File: src/vcom_regs_defs.svh
// constants for the common-electrode dac and fault-mask register block
`ifndef VCOM_REGS_DEFS_SVH
`define VCOM_REGS_DEFS_SVH

// ----------------------------------------
// register offsets
// ----------------------------------------
`define OFS_DAC_CODE 8'h06
`define OFS_MASK_RAILS 8'h08
`define OFS_MASK_COMMON 8'h09

// ----------------------------------------
// reset values
// ----------------------------------------
`define RST_DAC_CODE 8'h7f
`define RST_MASK_RAILS 7'h00
`define RST_MASK_COMMON 2'h0

// ----------------------------------------
// field positions, rail mask register
// ----------------------------------------
`define BIT_GATE_OFF_UNDER 6
`define BIT_GATE_OFF_OVER 5
`define BIT_GATE_ON_UNDER 4
`define BIT_GATE_ON_OVER 3
`define BIT_SOURCE_OVERCURRENT 2
`define BIT_BOOST_IN_UNDER 1
`define BIT_BOOST_IN_OVER 0

// ----------------------------------------
// field positions, common-electrode mask register
// ----------------------------------------
`define BIT_COMMON_UNDER 4
`define BIT_COMMON_OVER 3

// ----------------------------------------
// dac step
// ----------------------------------------
`define DAC_STEP_MV 13'd20

`endif

File: src/vcom_regs_pkg.sv
// types shared by the common-electrode dac and fault-mask register block
package vcom_regs_pkg;

    typedef logic [7:0] byte_t;
    typedef logic [6:0] rail_vec_t;
    typedef logic [1:0] common_vec_t;
    typedef logic [12:0] millivolt_t;

    // whole state of the register block
    typedef struct packed {
        byte_t dac;
        rail_vec_t mask_rails;
        common_vec_t mask_common;
        logic fault_n;
        millivolt_t mv;
        byte_t rdata;
        logic ack;
        logic err;
    } regs_s;

endpackage

File: src/fault_gate_if.sv
// faults, suppress masks and combined result between register bank and gate
interface fault_gate_if;
    import vcom_regs_pkg::*;

    rail_vec_t rail_fault;
    rail_vec_t rail_mask;
    common_vec_t common_fault;
    common_vec_t common_mask;
    logic fault_any;

    modport gate (
        input rail_fault,
        input rail_mask,
        input common_fault,
        input common_mask,
        output fault_any
    );

    modport owner (
        output rail_fault,
        output rail_mask,
        output common_fault,
        output common_mask,
        input fault_any
    );
endinterface

File: src/fault_gate.sv
// combines rail and common-electrode faults through their suppress masks
module fault_gate (
    fault_gate_if.gate fg
);
    import vcom_regs_pkg::*;

    // a set suppress bit removes the fault at the same position
    function automatic logic unmasked(input logic [6:0] fault, input logic [6:0] suppress);
        unmasked = |(fault & ~suppress);
    endfunction

    // ----------------------------------------
    // combine
    // ----------------------------------------
    // bitwise masking
    assign fg.fault_any = unmasked(fg.rail_fault, fg.rail_mask)
        | unmasked({5'h00, fg.common_fault}, {5'h00, fg.common_mask});
endmodule

File: src/vcom_dac_and_fault_mask_regs.sv
// common-electrode dac register, fault suppress masks and fault output
`include "vcom_regs_defs.svh"

module vcom_dac_and_fault_mask_regs (
    // clock and reset
    input wire logic clk_in,
    input wire logic rst_in,
    // register access port
    input wire logic reg_wr_in,
    input wire logic reg_rd_in,
    input wire vcom_regs_pkg::byte_t reg_addr_in,
    input wire vcom_regs_pkg::byte_t reg_wdata_in,
    output logic [7:0] reg_rdata_out,
    output logic reg_ack_out,
    output logic reg_err_out,
    // live fault indications, high while a fault is present
    input wire vcom_regs_pkg::rail_vec_t rail_fault_in,
    input wire vcom_regs_pkg::common_vec_t common_fault_in,
    // dac and fault outputs
    output logic [7:0] dac_code_out,
    output logic [12:0] common_mv_out,
    output logic fault_out_n
);
    import vcom_regs_pkg::*;

    regs_s q;
    regs_s d;
    fault_gate_if fg();

    // ----------------------------------------
    // fault gating
    // ----------------------------------------
    assign fg.rail_fault = rail_fault_in;
    assign fg.rail_mask = q.mask_rails;
    assign fg.common_fault = common_fault_in;
    assign fg.common_mask = q.mask_common;

    fault_gate u_gate (
        .fg(fg.gate)
    );

    function automatic logic mapped(input byte_t addr);
        mapped = (addr == `OFS_DAC_CODE) || (addr == `OFS_MASK_RAILS)
            || (addr == `OFS_MASK_COMMON);
    endfunction

    // ----------------------------------------
    // next state
    // ----------------------------------------
    always_comb begin
        d = q;
        d.ack = reg_wr_in | reg_rd_in;
        d.err = (reg_wr_in | reg_rd_in) & ~mapped(reg_addr_in);
        if (reg_wr_in) begin
            case (reg_addr_in)
                `OFS_DAC_CODE: d.dac = reg_wdata_in;
                `OFS_MASK_RAILS: d.mask_rails = reg_wdata_in[6:0];
                `OFS_MASK_COMMON: d.mask_common = {reg_wdata_in[`BIT_COMMON_UNDER],
                    reg_wdata_in[`BIT_COMMON_OVER]};
                default: d.dac = q.dac;
            endcase
        end
        if (reg_rd_in) begin
            case (reg_addr_in)
                `OFS_DAC_CODE: d.rdata = q.dac;
                `OFS_MASK_RAILS: d.rdata = {1'b0, q.mask_rails};
                `OFS_MASK_COMMON: d.rdata = {3'h0, q.mask_common, 3'h0};
                default: d.rdata = 8'h00;
            endcase
        end
        d.mv = 13'(d.dac) * `DAC_STEP_MV;
        // output low only for unmasked faults
        d.fault_n = ~fg.fault_any;
        if (rst_in) begin
            d.dac = `RST_DAC_CODE;
            d.mask_rails = `RST_MASK_RAILS;
            d.mask_common = `RST_MASK_COMMON;
            d.mv = 13'(`RST_DAC_CODE) * `DAC_STEP_MV;
            d.fault_n = 1'b1;
            d.rdata = 8'h00;
            d.ack = 1'b0;
            d.err = 1'b0;
        end
    end

    always_ff @(posedge clk_in) begin
        q <= d;
    end

    // ----------------------------------------
    // outputs, all straight from the state flops
    // ----------------------------------------
    assign reg_rdata_out = q.rdata;
    assign reg_ack_out = q.ack;
    assign reg_err_out = q.err;
    assign dac_code_out = q.dac;
    assign common_mv_out = q.mv;
    assign fault_out_n = q.fault_n;

    // only one fault present, nothing else, so the single bit decides
    logic only_rail;
    logic no_common;
    assign no_common = (common_fault_in == 2'h0);
    assign only_rail = no_common && ($countones(rail_fault_in) == 1);
endmodule

File: config.mk
export PLATFORM = sky130hd
export DESIGN_NAME = vcom_dac_and_fault_mask_regs
export DESIGN_NICKNAME = d
export VERILOG_FILES = /design/src/vcom_regs_pkg.sv /design/src/fault_gate_if.sv /design/src/fault_gate.sv /design/src/vcom_dac_and_fault_mask_regs.sv
export VERILOG_INCLUDE_DIRS = /design/src
export SDC_FILE = /design/constraint.sdc
export NUM_CORES = 1
export LEC_CHECK = 0
export ABC_AREA = 1
export BUFFER_PORTS_ARGS = -buffer_cell sky130_fd_sc_hd__buf_2
export CORE_MARGIN = 4
export CORE_UTILIZATION = 23
export DETAILED_ROUTE_END_ITERATION = 8
export SYNTH_ARGS = -nofsm -noshare
export SYNTH_HDL_FRONTEND = slang
export SYNTH_HIERARCHICAL = 1
export SYNTH_SLANG_ARGS = --single-unit
export TNS_END_PERCENT = 10
File: constraint.sdc
create_clock -name clk_in -period 6.5 [get_ports clk_in]
set_input_delay 1.3 -clock clk_in [delete_from_list [all_inputs] [get_ports clk_in]]
set_output_delay 1.3 -clock clk_in [all_outputs]
set_load 0.1 [all_outputs]
# Word-level counts from Yosys, hierarchy flattened
# Index checks and enable logic that the tools add are counted.
[classes]
mul = 1
n_eq_ne = 3
n_mux = 5
bitwise_logic = 9
reduce_logical = 6
[op_table]
columns = ["operator", "n"]
rows = [
  ["$pmux 8 s3", 1],
  ["$mux 17", 1],
  ["$eq 8x4->1 const B", 2],
  ["$reduce_or 7->1", 2],
  ["$mul 8x3->11 const B", 1],
  ["$eq 8x3->1 const B", 1],
  ["$mux 8", 1],
  ["$and 2x7->7", 1],
  ["$and 7x7->7", 1],
  ["$mux 7", 1],
  ["$not 2->7", 1],
  ["$not 7->7", 1],
  ["$reduce_and 2->1", 2],
  ["$logic_or 1x1->1", 2],
  ["$mux 2", 1],
  ["$not 1->1", 2],
  ["$or 1x1->1", 2],
  ["$and 1x1->1", 1],
]
[totals]
ff_bits = 41
inputBits = 29
elab_cells = 33

# Longest topological paths before layout
[logic_depth]
word_depth = 5
mapped_depth = 18
depth_no_buf = 18

# Hierarchy
# Netlist, hierarchy kept.
[modules_own_cells]
columns = ["mod", "instances", "cells_each", "area_per_inst_um2"]
rows = [
  ["vcom_dac_and_fault_mask_regs", 1, 251, 1871.8],
  ["fault_gate", 1, 25, 96.3],
]

# Worst setup path after synthesis
# No wires, ideal clock.
[synth_path]
path_type = "input to register"
from = "in reg_addr_in[4]"
to = "reg q, in the netlist common_mv_out[11]"
setup_ns = 0.123
t_arrival_ns = 3.224
required_ns = 6.377
slack_ns = 3.153
cell_stages = 15
path_buffers = 0
cell_sequence = "inv_1 > nand2_1 > nor2_4 > nand2_2 > clkinv_4 > nand2_4 > nand2_1 > nand2_1 > ha_1 > ha_1 > fa_1 > nand4_1 > nand3_1 > nand3_1 > nand3_1"
[synth_via]
elab_chain_cells = 4
[synth_lines]
columns = ["item", "line_no", "text"]
rows = [
  ["from (decl)", "vcom_dac_and_fault_mask_regs.sv:11", "input wire vcom_regs_pkg::byte_t reg_addr_in,"],
  ["$eq 8x3->1", "vcom_dac_and_fault_mask_regs.sv:55", "case (reg_addr_in)"],
  ["$mux 8", "vcom_dac_and_fault_mask_regs.sv:55", ""],
  ["$mux 17", "vcom_dac_and_fault_mask_regs.sv:54", "if (reg_wr_in) begin"],
  ["$mul 8x3->11 (no source line)", "n/a", ""],
  ["to (signal assigned)", "vcom_dac_and_fault_mask_regs.sv:87", "q <= d;"],
  ["to (decl)", "vcom_dac_and_fault_mask_regs.sv:26", "regs_s q;"],
]
# No other way between the ends.
# A chain may end at the register's enable or synchronous reset.

# Worst setup path after layout
[layout_path]
from = "in reg_addr_in[5]"
to = "reg q, in the netlist common_mv_out[11]"
# Same word-level chain as after synthesis.

==> flow_summary_export.csv <==
group,metric,value,unit
logic_synthesis,synthTopCellsByArea,"dfxtp_1 38%, nand2_1 15%, nand3_1 9.2%",
run,drv_cap,0,
layout,regArea,741,um2
logic_synthesis,async_flop_share,0,%
clock_network,numCtsBuffers,5,
layout,layout.filler_cells,929,
global_routing,grt_usage,11.5,%
layout,finalNetCount,374,
floorplan,initial_utilization,23.8,%
clock_network,clk_latency,290,ps
timing,setup_tns,0,ps
worst_hold_path,min_path_type,"reg2reg",
timing,hold_viol,0,
layout,drive_above_1_share,25.8,%
timing,worstMarginPinSlew,633,ps
logic_synthesis,synth.most_common_cell,"nand2_1",
detailed_routing,drc,0,
timing,setup_violations,0,
layout,area_growth,24.8,%
layout,utilization,29.7,%
place,gp_congestion,0.765,
clock_network,htreeDepth,2,
logic_synthesis,yosys-top-cells-count,"79 x nand2_1, 37 x dfxtp_1, 36 x nand3_1",
clock_network,cts_tree,"done",
floorplan,rows,33,
detailed_routing,wl_per_cell,12.3,um
worst_setup_path,crit_path_end_kind,"flop",
logic_synthesis,synth.avg_cell_area,7.13,um2
place,dp_hpwl,4.39,mm
floorplan,num_io_pins,61,
clock_network,clock-sinks,37,
timing,drv_slew,0,
timing,whs,466,ps
logic_synthesis,synth_edf_count,0,
worst_setup_path,crit_required,6650,ps
global_routing,grt_pass1_wl,9.25,mm
timing,fmax,283,MHz
floorplan,dieArea,10100,um2
clock_network,cts_setup_buffers,0,
detailed_routing,vias_per_cell,4.33,
logic_synthesis,netlist_instances,276,
floorplan,die_w,101,um
detailed_routing,dr.pass1.iters,4,
detailed_routing,drt-total-wl,5.39,mm
global_routing,grt-ovfl-total,0,
worst_setup_path,cp-start-kind,"primary input",
detailed_routing,num_vias,1896,
worst_setup_path,critical_path_class,"in2reg",
clock_network,clk_root_buffer_cell,"clkbuf_8",
pwr,peakVddDrop,0.0876,mV
logic_synthesis,synth_area_leader_cell,"dfxtp_1",
layout,multiInputGateArea,1040,um2
timing,rsz0062_at_grt,"false",
place,port-buffer-count,58,
pwr,finalPower,499,uW
global_routing,antenna_found_initial,0,
clock_network,post_cts_resized,0,
worst_setup_path,cp_data_arrival_time,3690,ps
logic_synthesis,yosysWarnings,6,
detailed_routing,first_iter_violations,83,
detailed_routing,ant_nets,0,
global_routing,grt_max_degree,21,
timing,post-route-period-util,54.3,%
floorplan,fp.dieH,101,um
pwr,power_density,203,nW/um2
logic_synthesis,synth_top_area_share,37.6,%
worst_setup_path,crit_chain,"buf_2 > inv_1 > nand2_1 > nor2_4 > nand2_2 > clkinv_4 > nand2_4 > nand2_1 > nand2_1 > ha_1 > ha_1 > fa_1 > nand4_1 > nand3_1 > nand3_1 > nand3_1",
global_routing,grt_pass1_vias,1946,
clock_network,cts-hold-fix-buffers,0,
timing,skew,4.86,ps
logic_synthesis,synth.distinct_cells,30,
worst_setup_path,slowest_delay,430,ps
worst_setup_path,cp_max_fo,13,
worst_setup_path,slowest_stage,"fa_1",
timing,fin_crit,3530,ps
logic_synthesis,ys_seq_area_share,37.6,%
pwr,leakage,0.00115,uW
clock_network,cts_buffer_depth,2,
logic_synthesis,ys_seq_elements,37,
logic_synthesis,synth_ff_type,"dfxtp_1",
floorplan,fp.coreArea,8260,um2
clock_network,path_clk_slew,80,ps
outcome,status,"finished clean",
logic_synthesis,synth_area,1970,um2
timing,slew_headroom,57.7,%
layout,n_antenna_cell,0,
[worst max-delay path: cells and delay by family]
kind | cells | cell delay, ps
fa+ha+maj | 3 | 980
buf+inv | 3 | 270
simple gates | 10 | 1130
[stage by stage]
stage	area, um2	setup WS, ps	cells
6_report	2460	2970	438
3_5_place_dp	2340	2660	430
4_1_cts	2460	2970	438
3_3_place_gp	2340	2760	430
5_1_grt	2460	2720	438
2_1_floorplan	1970	3150	277
[state kept, by name, summed over array words and instances, names as in the netlist]
| signal | flops |
|---|---|
| reg_rdata_out | 8 |
| common_mv_out | 9 |
| fg.common_mask | 2 |
| fault_out_n | 1 |
| dac_code_out | 8 |
| reg_ack_out | 1 |
| reg_err_out | 1 |
| fg.rail_mask | 7 |
[cells in the final DEF (no fill, tap or decap)]
cell type | netlist | layout
nand2_1 | 79 | 79
buf_2 | 1 | 58
dfxtp_1 | 37 | 37
nand3_1 | 36 | 36
inv_1 | 31 | 31
a21oi_1 | 21 | 21
nor2_1 | 12 | 12
ha_1 | 12 | 12
o21ai_0 | 7 | 7
nand2_2 | 6 | 6
clkbuf_8 | 0 | 6
nor2_4 | 3 | 3
or2_2 | 3 | 3
inv_2 | 2 | 2
nand2_4 | 2 | 2
nand4_1 | 2 | 2
conb_1 | 1 | 2
clkinv_4 | 1 | 1
nor2_2 | 1 | 1
nor3_4 | 1 | 1
nand3_2 | 1 | 1
and2_1 | 1 | 1
nor3_1 | 1 | 1
nor4_1 | 1 | 1
nand2b_1 | 1 | 1
a31oi_1 | 1 | 1
xnor2_1 | 1 | 1
fa_1 | 1 | 1
bufinv_16 | 0 | 1
clkinvlp_4 | 0 | 1
o21ai_1 | 1 | 1
[area by class of cell]
| class | instances | area share (%) |
|---|---|---|
| inverters | 34 | 5.40 |
| multi-input cells | 196 | 42.4 |
| clock buffers | 6 | 3.36 |
| clock inverters | 2 | 1.53 |
| well taps | 105 | 5.35 |
| flip-flops and latches | 37 | 30.2 |
| repair buffers | 58 | 11.8 |
[logic make-up (layout without fill, tap and decap cells)]
logic type	after synthesis	after routing	share of synthesized area [%]
simple gates	150	150	35.7
buf+inv	44	100	9.66
flops	37	37	37.6
compound gates	30	30	7.69
fa+ha+maj	13	13	8.65
other cells	1	2	0.191
xor+xnor	1	1	0.445
[worst paths after layout]
kind | start | endpoint | slack [ps] | depth (start not counted)
max | reg_addr_in[5] | common_mv_out[11]$_SDFF_PP1_ | 2970 | 16
min | reg_rdata_out[5]$_SDFFE_PP0P_ | reg_rdata_out[5]$_SDFFE_PP0P_ | 470 | 2
max reg2reg | dac_code_out[3]$_SDFF_PP1_ | common_mv_out[11]$_SDFF_PP1_ | 4450 | 9
min reg2reg | reg_rdata_out[5]$_SDFFE_PP0P_ | reg_rdata_out[5]$_SDFFE_PP0P_ | 470 | 2
[power by group]
| group | internal (uW) | switching, uW |
|---|---|---|
| registers | 229 | 0.774 |
| logic | 13.7 | 45.8 |
| clock network | 125 | 84.7 |
[layer usage]
| layer | global-route usage, % | part of all wire [%] | vias up |
|---|---|---|---|
| met5 | 0 | 0 | - |
| met4 | 3.11 | 1.2 | 0 |
| met3 | 3.25 | 6.6 | 7 |
| met2 | 19.6 | 47 | 53 |
| met1 | 14.3 | 45 | 849 |
| li1 | - | - | 987 |
No activity file was read; power rests on OpenSTA's default activity.
